## src/ppp_pkg.sv

```systemverilog
// Constants for the host-side parallel port: timing, sizes and states.
// Assumes a single 100 MHz clock with synchronous active-high reset.
// How it works
// - Lines named with _n are active low; asserting drives the active level.
// - Link has 17 lines: eight data, four handshake, two error, two status, one reset.
// - One shared byte path, half duplex; never drive and sample together.
// - Port sends or receives depending on the selected direction.
// - The sender asserts the low strobe to qualify its byte on the data lines.
// - Receiver asserts busy while it cannot accept; sender waits while busy.
// - Host drives direction: high means output, low means input.
// - Host drives low host-online to say it is online.
// - Host asserts low init to soft-reset the peripheral.
// - Default outbound handshake uses busy and ready pulse; modified uses busy only.
package ppp_pkg;
    localparam int          CLK_MHZ       = 100;
    // Data setup before strobe, strobe width, hold after strobe (ns)
    localparam int          SETUP_NS      = 500;
    localparam int          STROBE_NS     = 1000;
    localparam int          HOLD_NS       = 500;
    localparam int          SETUP_CYC     = (SETUP_NS * CLK_MHZ + 999) / 1000;
    localparam int          STROBE_CYC    = (STROBE_NS * CLK_MHZ + 999) / 1000;
    localparam int          HOLD_CYC      = (HOLD_NS * CLK_MHZ + 999) / 1000;
    // Longest wait for a ready pulse before giving up on it (us)
    localparam int          ACK_WAIT_US   = 20;
    localparam int          ACK_WAIT_CYC  = ACK_WAIT_US * CLK_MHZ;
    // Init pulse width (us)
    localparam int          INIT_US       = 10;
    localparam int          INIT_CYC      = INIT_US * CLK_MHZ;
    localparam int          CNT_W         = 12;
    localparam int          DATA_W        = 8;
    localparam int          FIFO_DEPTH    = 4;
    localparam logic [7:0]  DATA_RST      = 8'h00;

    typedef enum logic [2:0] {
        ST_IDLE, ST_SETUP, ST_STROBE, ST_HOLD, ST_WAIT_ACK, ST_WAIT_FREE, ST_RX_LATCH
    } ppp_state_t;
endpackage : ppp_pkg

```

## src/ppp_fifo.sv

```systemverilog
// Small valid/ready FIFO with parameter width and depth.
// Assumes one clock and synchronous active-high reset.
`timescale 1ns/1ps
`default_nettype none
module ppp_fifo #(
    parameter int WIDTH = 8,
    parameter int DEPTH = 4
) (
    // Clock and reset
    input  wire logic             clk,
    input  wire logic             rst,
    // Fill side
    input  wire logic             in_valid,
    output logic                  in_ready,
    input  wire logic [WIDTH-1:0] in_data,
    // Drain side
    output logic                  out_valid,
    input  wire logic             out_ready,
    output logic [WIDTH-1:0]      out_data
);
    localparam int AW = $clog2(DEPTH);

    logic [WIDTH-1:0] mem_ff [DEPTH];
    logic [AW-1:0]    wr_ff;
    logic [AW-1:0]    rd_ff;
    logic [AW:0]      cnt_ff;
    wire              push;
    wire              pop;

    // Handshake decode
    assign in_ready  = (cnt_ff != (AW+1)'(DEPTH));
    assign out_valid = (cnt_ff != '0);
    assign push      = in_valid && in_ready;
    assign pop       = out_valid && out_ready;
    assign out_data  = mem_ff[rd_ff];

    // Storage and pointers
    always_ff @(posedge clk)
    begin
        if (rst)
        begin
            wr_ff  <= '0;
            rd_ff  <= '0;
            cnt_ff <= '0;
        end
        else
        begin
            if (push)
            begin
                mem_ff[wr_ff] <= in_data;
                wr_ff         <= (wr_ff == AW'(DEPTH-1)) ? '0 : wr_ff + 1'b1;
            end
            if (pop)
                rd_ff <= (rd_ff == AW'(DEPTH-1)) ? '0 : rd_ff + 1'b1;
            cnt_ff <= cnt_ff + (AW+1)'(push) - (AW+1)'(pop);
        end
    end
endmodule : ppp_fifo
`default_nettype wire

```

## src/ppp_port.sv

```systemverilog
// Host end of a half-duplex parallel printer link with 4-word transmit and receive FIFOs.
// Assumes user-side pins are synchronous to clk; user side is valid/ready.
`timescale 1ns/1ps
`default_nettype none
module ppp_port (
    // Clock and reset
    input  wire logic       clk,
    input  wire logic       rst,
    // User control
    input  wire logic       dir_out,          // 1 = host sends, 0 = host receives
    input  wire logic       busy_only_mode,   // Modified outbound handshake
    input  wire logic       bidir_peripheral, // Peripheral pulses ready line
    input  wire logic       host_online,
    input  wire logic       init_req,         // One-cycle request to reset peripheral
    // User transmit stream
    input  wire logic       tx_valid,
    output logic            tx_ready,
    input  wire logic [7:0] tx_data,
    // User receive stream
    output logic            rx_valid,
    input  wire logic       rx_ready,
    output logic [7:0]      rx_data,
    // User status
    output logic            stat_paper_fault,
    output logic            stat_general_fault,
    output logic            stat_online,
    output logic            stat_busy,
    output logic            stat_idle,
    // Link data lines
    input  wire logic [7:0] data_in,
    output logic [7:0]      data_out,
    output logic            data_oe,
    // Link handshake lines
    output logic            data_qualify_strobe_n,
    input  wire logic       strobe_in_n,      // Peripheral strobe when receiving
    input  wire logic       ready_pulse_n,
    input  wire logic       busy_in,
    output logic            busy_out,         // Host busy while receiving
    output logic            transfer_direction,
    // Link error and status lines
    input  wire logic       paper_fault,
    input  wire logic       general_fault_n,
    input  wire logic       peripheral_online,
    output logic            host_online_n,
    output logic            peripheral_init_n
);
    // Synchroniser stages: 0 strobe,1 ready,2 busy,3 paper,4 fault_n,5 online
    logic [5:0]           s1_ff;
    logic [5:0]           s2_ff;
    logic                 ack_d_ff;
    logic                 stb_d_ff;
    ppp_pkg::ppp_state_t  state_ff;
    ppp_pkg::ppp_state_t  nxt_state;
    logic [ppp_pkg::CNT_W-1:0] cnt_ff;
    logic [ppp_pkg::CNT_W-1:0] nxt_cnt;
    logic [ppp_pkg::CNT_W-1:0] init_cnt_ff;
    logic [7:0]           byte_ff;
    logic                 stb_n_ff;
    logic                 oe_ff;
    logic                 dir_ff;
    logic                 busy_out_ff;
    logic                 online_n_ff;
    logic                 init_n_ff;
    logic                 rx_push_ff;
    logic [7:0]           rx_byte_ff;
    logic                 rx_busy_ff;
    logic                 pf_ff;
    logic                 gf_ff;
    logic                 on_ff;
    logic                 bz_ff;
    logic                 idle_ff;

    // FIFO wiring
    logic                 txq_valid;
    logic [7:0]           txq_data;
    wire                  txq_pop;
    logic                 rxq_ready;

    // Synchronised inputs and edges
    wire ack_s   = s2_ff[1];
    wire stb_s   = s2_ff[0];
    wire ack_fall = ack_d_ff && !ack_s;
    wire stb_fall = stb_d_ff && !stb_s;
    wire busy_s  = s2_ff[2];
    wire cnt_done = (cnt_ff == '0);
    wire need_ack = !busy_only_mode && bidir_peripheral;
    wire idle     = (state_ff == ppp_pkg::ST_IDLE);
    // Direction may only follow the request when idle and strobe released
    wire dir_chg  = idle && stb_n_ff && (dir_ff != dir_out);
    wire start_tx = idle && dir_ff && !dir_chg && txq_valid && !busy_s;
    wire start_rx = idle && !dir_ff && !dir_chg && stb_fall && init_n_ff;
    // Byte leaves the FIFO as the send starts, so data is set up before the strobe
    assign txq_pop = start_tx;

    // Transmit FIFO stands between the user and the link
    ppp_fifo #(.WIDTH(ppp_pkg::DATA_W), .DEPTH(ppp_pkg::FIFO_DEPTH)) u_txq (
        .clk       (clk),
        .rst       (rst || !init_n_ff),
        .in_valid  (tx_valid),
        .in_ready  (tx_ready),
        .in_data   (tx_data),
        .out_valid (txq_valid),
        .out_ready (txq_pop),
        .out_data  (txq_data)
    );

    // Receive FIFO; when full the host holds busy on the link
    ppp_fifo #(.WIDTH(ppp_pkg::DATA_W), .DEPTH(ppp_pkg::FIFO_DEPTH)) u_rxq (
        .clk       (clk),
        .rst       (rst),
        .in_valid  (rx_push_ff),
        .in_ready  (rxq_ready),
        .in_data   (rx_byte_ff),
        .out_valid (rx_valid),
        .out_ready (rx_ready),
        .out_data  (rx_data)
    );

    // Input synchronisers for peripheral-driven lines
    always_ff @(posedge clk)
    begin
        if (rst)
        begin
            s1_ff    <= 6'h13;                                  // Inactive levels
            s2_ff    <= 6'h13;
            ack_d_ff <= 1'b1;
            stb_d_ff <= 1'b1;
        end
        else
        begin
            s1_ff    <= {peripheral_online, general_fault_n, paper_fault,
                         busy_in, ready_pulse_n, strobe_in_n};
            s2_ff    <= s1_ff;
            ack_d_ff <= ack_s;
            stb_d_ff <= stb_s;
        end
    end

    // Transfer sequencer
    always_comb
    begin
        nxt_state = state_ff;
        nxt_cnt   = cnt_done ? cnt_ff : cnt_ff - 1'b1;
        unique case (state_ff)
            ppp_pkg::ST_IDLE:
                if (start_tx)
                begin
                    nxt_state = ppp_pkg::ST_SETUP;
                    nxt_cnt   = ppp_pkg::CNT_W'(ppp_pkg::SETUP_CYC);
                end
                else if (start_rx)
                    nxt_state = ppp_pkg::ST_RX_LATCH;
            ppp_pkg::ST_SETUP:
                if (cnt_done)
                begin
                    nxt_state = ppp_pkg::ST_STROBE;
                    nxt_cnt   = ppp_pkg::CNT_W'(ppp_pkg::STROBE_CYC);
                end
            ppp_pkg::ST_STROBE:
                if (cnt_done)
                begin
                    nxt_state = ppp_pkg::ST_HOLD;
                    nxt_cnt   = ppp_pkg::CNT_W'(ppp_pkg::HOLD_CYC);
                end
            ppp_pkg::ST_HOLD:
                if (cnt_done)
                begin
                    nxt_state = need_ack ? ppp_pkg::ST_WAIT_ACK : ppp_pkg::ST_WAIT_FREE;
                    nxt_cnt   = ppp_pkg::CNT_W'(ppp_pkg::ACK_WAIT_CYC);
                end
            ppp_pkg::ST_WAIT_ACK:
                if (ack_fall || cnt_done)
                    nxt_state = ppp_pkg::ST_WAIT_FREE;
            ppp_pkg::ST_WAIT_FREE:
                if (!busy_s)
                    nxt_state = ppp_pkg::ST_IDLE;
            ppp_pkg::ST_RX_LATCH:
                nxt_state = ppp_pkg::ST_IDLE;
        endcase
    end

    // State, counter and link drivers
    always_ff @(posedge clk)
    begin
        if (rst)
        begin
            state_ff    <= ppp_pkg::ST_IDLE;
            cnt_ff      <= '0;
            byte_ff     <= ppp_pkg::DATA_RST;
            stb_n_ff    <= 1'b1;
            oe_ff       <= 1'b0;
            dir_ff      <= 1'b1;
            rx_push_ff  <= 1'b0;
            rx_byte_ff  <= ppp_pkg::DATA_RST;
        end
        else
        begin
            state_ff   <= nxt_state;
            cnt_ff     <= nxt_cnt;
            if (dir_chg)
                dir_ff <= dir_out;
            if (txq_pop)
                byte_ff <= txq_data;
            // Drive data only when sending, never while receiving
            oe_ff      <= dir_ff && !dir_chg;
            stb_n_ff   <= !(nxt_state == ppp_pkg::ST_STROBE);
            rx_push_ff <= start_rx;
            if (start_rx)
                rx_byte_ff <= data_in;
        end
    end

    // Host online, init pulse and receive busy
    always_ff @(posedge clk)
    begin
        if (rst)
        begin
            online_n_ff <= 1'b1;
            init_n_ff   <= 1'b0;                                // Init asserted at reset
            init_cnt_ff <= ppp_pkg::CNT_W'(ppp_pkg::INIT_CYC);
            busy_out_ff <= 1'b1;
            rx_busy_ff  <= 1'b0;
        end
        else
        begin
            online_n_ff <= !host_online;
            if (init_req && idle)
            begin
                init_n_ff   <= 1'b0;
                init_cnt_ff <= ppp_pkg::CNT_W'(ppp_pkg::INIT_CYC);
            end
            else if (init_cnt_ff != '0)
                init_cnt_ff <= init_cnt_ff - 1'b1;
            else
                init_n_ff <= 1'b1;
            // Busy from byte caught until it has entered the FIFO
            rx_busy_ff  <= start_rx || (rx_busy_ff && !rx_push_ff);
            busy_out_ff <= dir_ff || !rxq_ready || rx_busy_ff || start_rx;
        end
    end

    // Status mirrors of the peripheral lines and of the port idle state
    always_ff @(posedge clk)
    begin
        if (rst)
        begin
            pf_ff   <= 1'b0;
            gf_ff   <= 1'b0;
            on_ff   <= 1'b0;
            bz_ff   <= 1'b0;
            idle_ff <= 1'b1;
        end
        else
        begin
            pf_ff   <= s2_ff[3];
            gf_ff   <= !s2_ff[4];
            on_ff   <= s2_ff[5];
            bz_ff   <= busy_s;
            idle_ff <= idle;
        end
    end

    // Pin and status outputs, each straight from a flip-flop
    assign data_out              = byte_ff;
    assign data_oe               = oe_ff;
    assign data_qualify_strobe_n = stb_n_ff;
    assign transfer_direction    = dir_ff;
    assign busy_out              = busy_out_ff;
    assign host_online_n         = online_n_ff;
    assign peripheral_init_n     = init_n_ff;
    assign stat_paper_fault      = pf_ff;
    assign stat_general_fault    = gf_ff;
    assign stat_online           = on_ff;
    assign stat_busy             = bz_ff;
    assign stat_idle             = idle_ff;
endmodule : ppp_port
`default_nettype wire

```

## config.mk

```make
export PLATFORM = sky130hd
export DESIGN_NAME = ppp_port
export DESIGN_NICKNAME = d
export VERILOG_FILES = /design/src/ppp_pkg.sv /design/src/ppp_fifo.sv /design/src/ppp_port.sv
export SDC_FILE = /design/constraint.sdc
export NUM_CORES = 1
export LEC_CHECK = 0
export CORE_UTILIZATION = 35
export DETAILED_ROUTE_END_ITERATION = 7
export DONT_BUFFER_PORTS = 1
export PLACE_DENSITY = 0.57
export SKIP_CTS_REPAIR_TIMING = 1
export SYNTH_ARGS = -nofsm -noshare
export SYNTH_HDL_FRONTEND = slang
export SYNTH_SLANG_ARGS = --single-unit
```

## constraint.sdc

```tcl
create_clock -name clk -period 6.1 [get_ports clk]
set_clock_uncertainty 0.15 [all_clocks]
set_input_delay 0.305 -clock clk [delete_from_list [all_inputs] [get_ports clk]]
set_output_delay 0.305 -clock clk [all_outputs]
set_load 0.01 [all_outputs]
```

# Yosys cells after proc, flatten, opt, wreduce, memory -nomap -nowiden
# Memories as Yosys holds them, arrays and structs flattened. A register that Yosys moved wholly into a read port is not among the register bits.
# Cells that the tools add are included.
[totals] register_bits=76 ram_bits=64 inputBits=31 output_inout_bits=29 word_cells=124 mem_count=2
[mem_list] name="u_rxq.mem_ff" words=4 word_bits=8 rd=1 rd_ports_with_merged_regs=1 wr=1 line="ppp_fifo.sv:23" rtl="logic [WIDTH-1:0] mem_ff [DEPTH];"
[mem_list] name="u_txq.mem_ff" words=4 word_bits=8 rd=1 rd_ports_with_merged_regs=1 wr=1 line="ppp_fifo.sv:23"
[classes] addsub=10 n_eq_ne=14 n_mux=27 n_reduce_logical=44
[op_table] cell="$mux 12" count=5
[op_table] cell="$pmux 12 s4" count=1
[op_table] cell="$sub 12x1->12 const B" count=2
[op_table] cell="$mux 3" count=7
[op_table] cell="$pmux 3 s7" count=1
[op_table] cell="$logic_and 1x1->1" count=20
[op_table] cell="$logic_not 1->1" count=12
[op_table] cell="$logic_not 12->1" count=1
[op_table] cell="$mux 2" count=6
[op_table] cell="$reduce_bool 12->1" count=1
[op_table] cell="$eq 3x2->1 const B" count=3
[op_table] cell="$eq 3x3->1 const B" count=3
[op_table] cell="$add 2x1->2 const B" count=4
[op_table] cell="$eq 2x2->1 const B" count=4
[op_table] cell="$mux 1" count=7
[op_table] cell="$add 3x1->3" count=2
[op_table] cell="$logic_or 1x1->1" count=6
[op_table] cell="$ne 3x3->1 const B" count=2
[op_table] cell="$reduce_bool 3->1" count=2
[op_table] cell="$sub 3x1->3" count=2
[op_table] cell="$eq 3x1->1 const B" count=1
[op_table] cell="$logic_not 3->1" count=1
[op_table] cell="$reduce_or 2->1" count=1
[op_table] cell="$ne 1x1->1" count=1

# Logic depth before layout (Yosys ltp)
[logic_depth] depth_word=12 mapped_depth=14 ltp_nobuf=12

# Cells and area by module
# From an unflattened synthesis, not the netlist that was laid out.
[hier_totals] cells_unflattened=514 hier_area_um2=6143.4
[modules_own_cells] module="ppp_fifo" instances=2 cells_per_inst=90 area_each_um2=1637.8 seq_area_each_um2=1141.1
[modules_own_cells] module="ppp_port" instances=1 cells_per_inst=334 area_each_um2=2867.8 seq_area_each_um2=1401.3

# Worst setup path after synthesis
# OpenSTA, ideal clock, no wires.
[synth_path] path_kind="register to register" start="register stb_n_ff (netlist: data_qualify_strobe_n)" end="register u_txq.cnt_ff[2]" setup_ns=0.124 t_arrival_ns=2.910 required_ns=5.826 setup_slack_ns=2.916 path_stages_with_launch=15 n_path_buf=2 period_less_slack_ns=3.184 path_cell_list="dfxtp_1 > nor2b_1 > or4b_4 > or4_4 > buf_6 > inv_2 > buf_6 > ha_1 > inv_1 > ha_1 > inv_1 > fa_1 > xor2_1 > xnor2_1 > nor2_1"
[synth_between] elab_chain_len=8
[synth_rtl] element="start, declared" line="ppp_port.sv:58" rtl="logic stb_n_ff;"
[synth_rtl] element="start signal, assigned" line="ppp_port.sv:206" rtl="stb_n_ff <= !(nxt_state == ppp_pkg::ST_STROBE);"
[synth_rtl] element="$logic_and 1x1->1 (2 in series)" line="ppp_port.sv:89" rtl="wire dir_chg = idle && stb_n_ff && (dir_ff != dir_out);"
[synth_rtl] element="$logic_not 1->1" line="ppp_port.sv:90" rtl="wire start_tx = idle && dir_ff && !dir_chg && txq_valid && !busy_s;"
[synth_rtl] element="$logic_and 1x1->1 (3 in series)" line="ppp_port.sv:90"
[synth_rtl] element="$logic_and 1x1->1" line="ppp_fifo.sv:34" rtl="assign pop = out_valid && out_ready;"
[synth_rtl] element="named net u_txq.pop" line="ppp_fifo.sv:28" rtl="wire pop;"
[synth_rtl] element="$sub 3x1->3" line="ppp_fifo.sv:55" rtl="cnt_ff <= cnt_ff + (AW+1)'(push) - (AW+1)'(pop);"
[synth_rtl] element="end signal, assigned" line="ppp_fifo.sv:55"
[synth_rtl] element="end, declared" line="ppp_fifo.sv:26" rtl="logic [AW:0] cnt_ff;"
# The timed path passes the listed nets, and every way through them passes these cells.
# A chain may end at the register's enable or synchronous reset.

# Final worst setup path
[layout_path] start="register stb_n_ff (netlist: data_qualify_strobe_n)" end="register u_txq.cnt_ff[2]"
[layout_between] elab_chain_len=8
[layout_rtl] element="$logic_and 1x1->1 (2 in series)" line="ppp_port.sv:89"
[layout_rtl] element="$logic_not 1->1" line="ppp_port.sv:90"
[layout_rtl] element="$logic_and 1x1->1 (3 in series)" line="ppp_port.sv:90"
[layout_rtl] element="$logic_and 1x1->1" line="ppp_fifo.sv:34"
[layout_rtl] element="$sub 3x1->3" line="ppp_fifo.sv:55"
# Every way passes these cells.

==> results.md <==
* Status: finished clean
* Post-synth ARST share at 0
* Synth Flop Type: dfxtp_1
* Drt wl/cell at 15.48 um
* Clock transition at the registers of the reported paths at 0.06 ns
* Gr usage total at 0.1445
* Clock Tree Root: clkbuf_16
* Latest clock arrival within the worst-skew pair at 0.41 ns
* Actual slew at the worst max-slew pin at 1.154 ns
* EDFF count, synth at 64
* Max Cap Viol at 0
* Worst r2r path cells at 12
* CTS tree: built
* Synth Register Bits at 150
* Peak supply drop at 0.2173 mV
* CP max FO at 17
* Slew HR at 0.2291
* Placer congestion estimate at 0.7731
* Die area at 18120 um2
* Setup CP Type: reg -> reg
* Endpoints failing hold at 0
* Fin. max-slew vios at 0
* H-Tree Depth at 4
* Leak Pwr at 0.002586 uW
* Tcrit/Tclk final at 0.5764
* Commonest non-fill, non-tap cells in the layout: dfxtp_1 (86), edfxtp_1 (64), nand2_1 (63)
* Final setup TNS at 0 ns
* Initial Utilization at 0.3570
* Yosys Warn Count at 0
* CP Capture Type: register
* HPWL after detailed placement at 8234 um
* Hold crit path type: in -> reg
* Most common cell after layout, fill and taps aside: dfxtp_1
* Total Wirelength at 12370 um
* Clock net sink count at 150
* Final Non-Filler Cells at 799
* Post-Synthesis Cell Area at 6153 um2
* Num ports at 60
* Vias per cell at 4.954
* Die height at 134.6 um
* Net Count, Synth at 594
* Final-stage net count at 612
* Synth top area cells: edfxtp_1 (31%), dfxtp_1 (28%), mux4_2 (5.9%), nand2_1 (3.8%), ha_1 (3.7%)
* Core Box Area at 17240 um2
* RSZ-0062 raised after global routing: no
* Clock Path Buffers at 2
* Synth area leader: edfxtp_1
* Overall Power at 2786 uW
* Post-route ant nets at 0
* Grt ovf at 0
* Initial antenna violation count at 0
* Drt pass-1 iters at 4
* Placed cells at 741
* Worst setup SP type: register
* Layout cells sized above 1 at 0.1132
* Seq/Total Area, Yosys at 0.5921
* FP Rows at 48
* Number of global-route vias before repair at 3867
* Worst EP arrival at 3.65 ns
* CP startpoint: data_qualify_strobe_n
* Routed vias at 3958
* F_max at 284.4 MHz
* Num CTS Buffers at 17
* Syn Inst Count at 543
* Mean Syn Cell Area at 11.33 um2
* Crit path to: u_txq.cnt_ff[2]
* WHS Path Cells at 3
* Synth top area share at 0.3123
* Port Buffer Count at 0
* # DRC at 0
* FF-to-FF setup slack at 2.58 ns
* Reg-to-reg endpoint: u_txq.cnt_ff[2]
* # diodes at 0
* Fill count at 1559
* P per Cell Area at 388.6 nW/um2
* Final setup fails at 0
* Area growth syn-to-layout at 16.53%
* Largest net degree at the start of global routing at 67
* Min Tclk post-route at 3.516 ns
* Yosys cell types at 55
* DIE WIDTH at 134.6 um
* Drt initial violations at 202
* First-pass GRT wire length at 19870 um
* Worst r2r src: data_qualify_strobe_n
* CP required at 6.23 ns
==> worst max-delay path: stages (launching register included) <==
cell	delay, ns
dfxtp_1	0.39
nor2b_1	0.18
or4b_4	0.54
or4_4	0.56
inv_2	0.25
ha_1	0.28
inv_1	0.06
ha_1	0.12
inv_1	0.05
fa_1	0.38
xor2_1	0.19
xnor2_1	0.17
nor2_1	0.07
==> where the power goes <==
group	internal (uW)	switching, uW
registers	1120	113
clock network	605	390
logic	248	312
==> Yosys cell counts, types with 2 or more instances <==
cell type and n:
nand2b_1 7, nor3b_1 2, mux2_2 2, mux4_2 16, nor2_1 41, nand3b_1 2, dfxtp_1 86, nand3_1 18
nand4_1 3, o21ai_0 11, buf_6 2, and2_1 4, a211oi_1 5, and3_1 6, or3_1 5, fa_1 2
xor2_1 9, a21boi_0 2, nand2_1 63, mux2i_1 4, inv_1 24, a21oi_1 43, clkbuf_1 20, a2111oi_0 3
nor3_1 17, or4_1 3, ha_1 18, nor4_1 4, buf_1 5, edfxtp_1 64, xnor2_1 6, nor2b_1 13
or2_2 11
==> logic make-up after synthesis <==
family / Yosys count / share of synthesized area
buffers and inverters: 54 / 0.03599
DFF: 150 / 0.5921
and+or+nand+nor: 204 / 0.1633
adders and majority gates: 20 / 0.04311
AOI/OAI and AO/OA: 78 / 0.07544
xor gates and xnor gates: 15 / 0.02135
muxes: 22 / 0.06873
==> worst min path at each step <==
stage | startpoint | endpoint
floorplan | s2_ff[4] | stat_general_fault
global placement | host_online | host_online_n
detailed placement | host_online | host_online_n
CTS | host_online | host_online_n
global route | rx_ready | u_rxq.rd_ff[1]
finish | rx_ready | register
==> state kept, by name, summed over array words and instances (netlist names), 3 cells and up, named ones only <==
name          flops
u_rxq.mem_ff     32
u_txq.mem_ff     32
cnt_ff           12
init_cnt_ff      12
data_out          8
rx_byte_ff        8
s1_ff             6
s2_ff             6
state_ff          3
u_rxq.cnt_ff      3
u_txq.cnt_ff      3
==> stage by stage <==
| stage | area [um2] | setup slack (ns) | hold WS (ns) | utilization |
|---|---|---|---|---|
| floorplan | 6153 | 2.916 | 0.2127 | - |
| global placement | 6325 | 2.704 | 0.2295 | 0.3669 |
| detailed placement | 6325 | 2.609 | 0.2323 | 0.3669 |
| finish | 7171 | 2.584 | 0.03968 | 0.4160 |
| CTS | 6893 | 2.581 | -0.2108 | 0.3999 |
| global route | 7171 | 2.418 | 0.05320 | 0.4160 |
==> layer usage <==
metal | global-route usage | share of wire
met1 | 0.1716 | 0.45
met2 | 0.2432 | 0.49
met3 | 0.04392 | 0.045
met4 | 0.05993 | 0.015
met5 | 0 | 0
==> cell type report <==
class,count,area [um2],area share
clock buffers,25,495.5,0.06910
clock inverters,7,72.57,0.01012
inverters,26,97.59,0.01361
multi-input cells,339,2295,0.3200
flip-flops and latches,150,3643,0.5081
well taps,225,281.5,0.03926
repair buffers,27,285.3,0.03978
(Power assumes the default switching activity.)
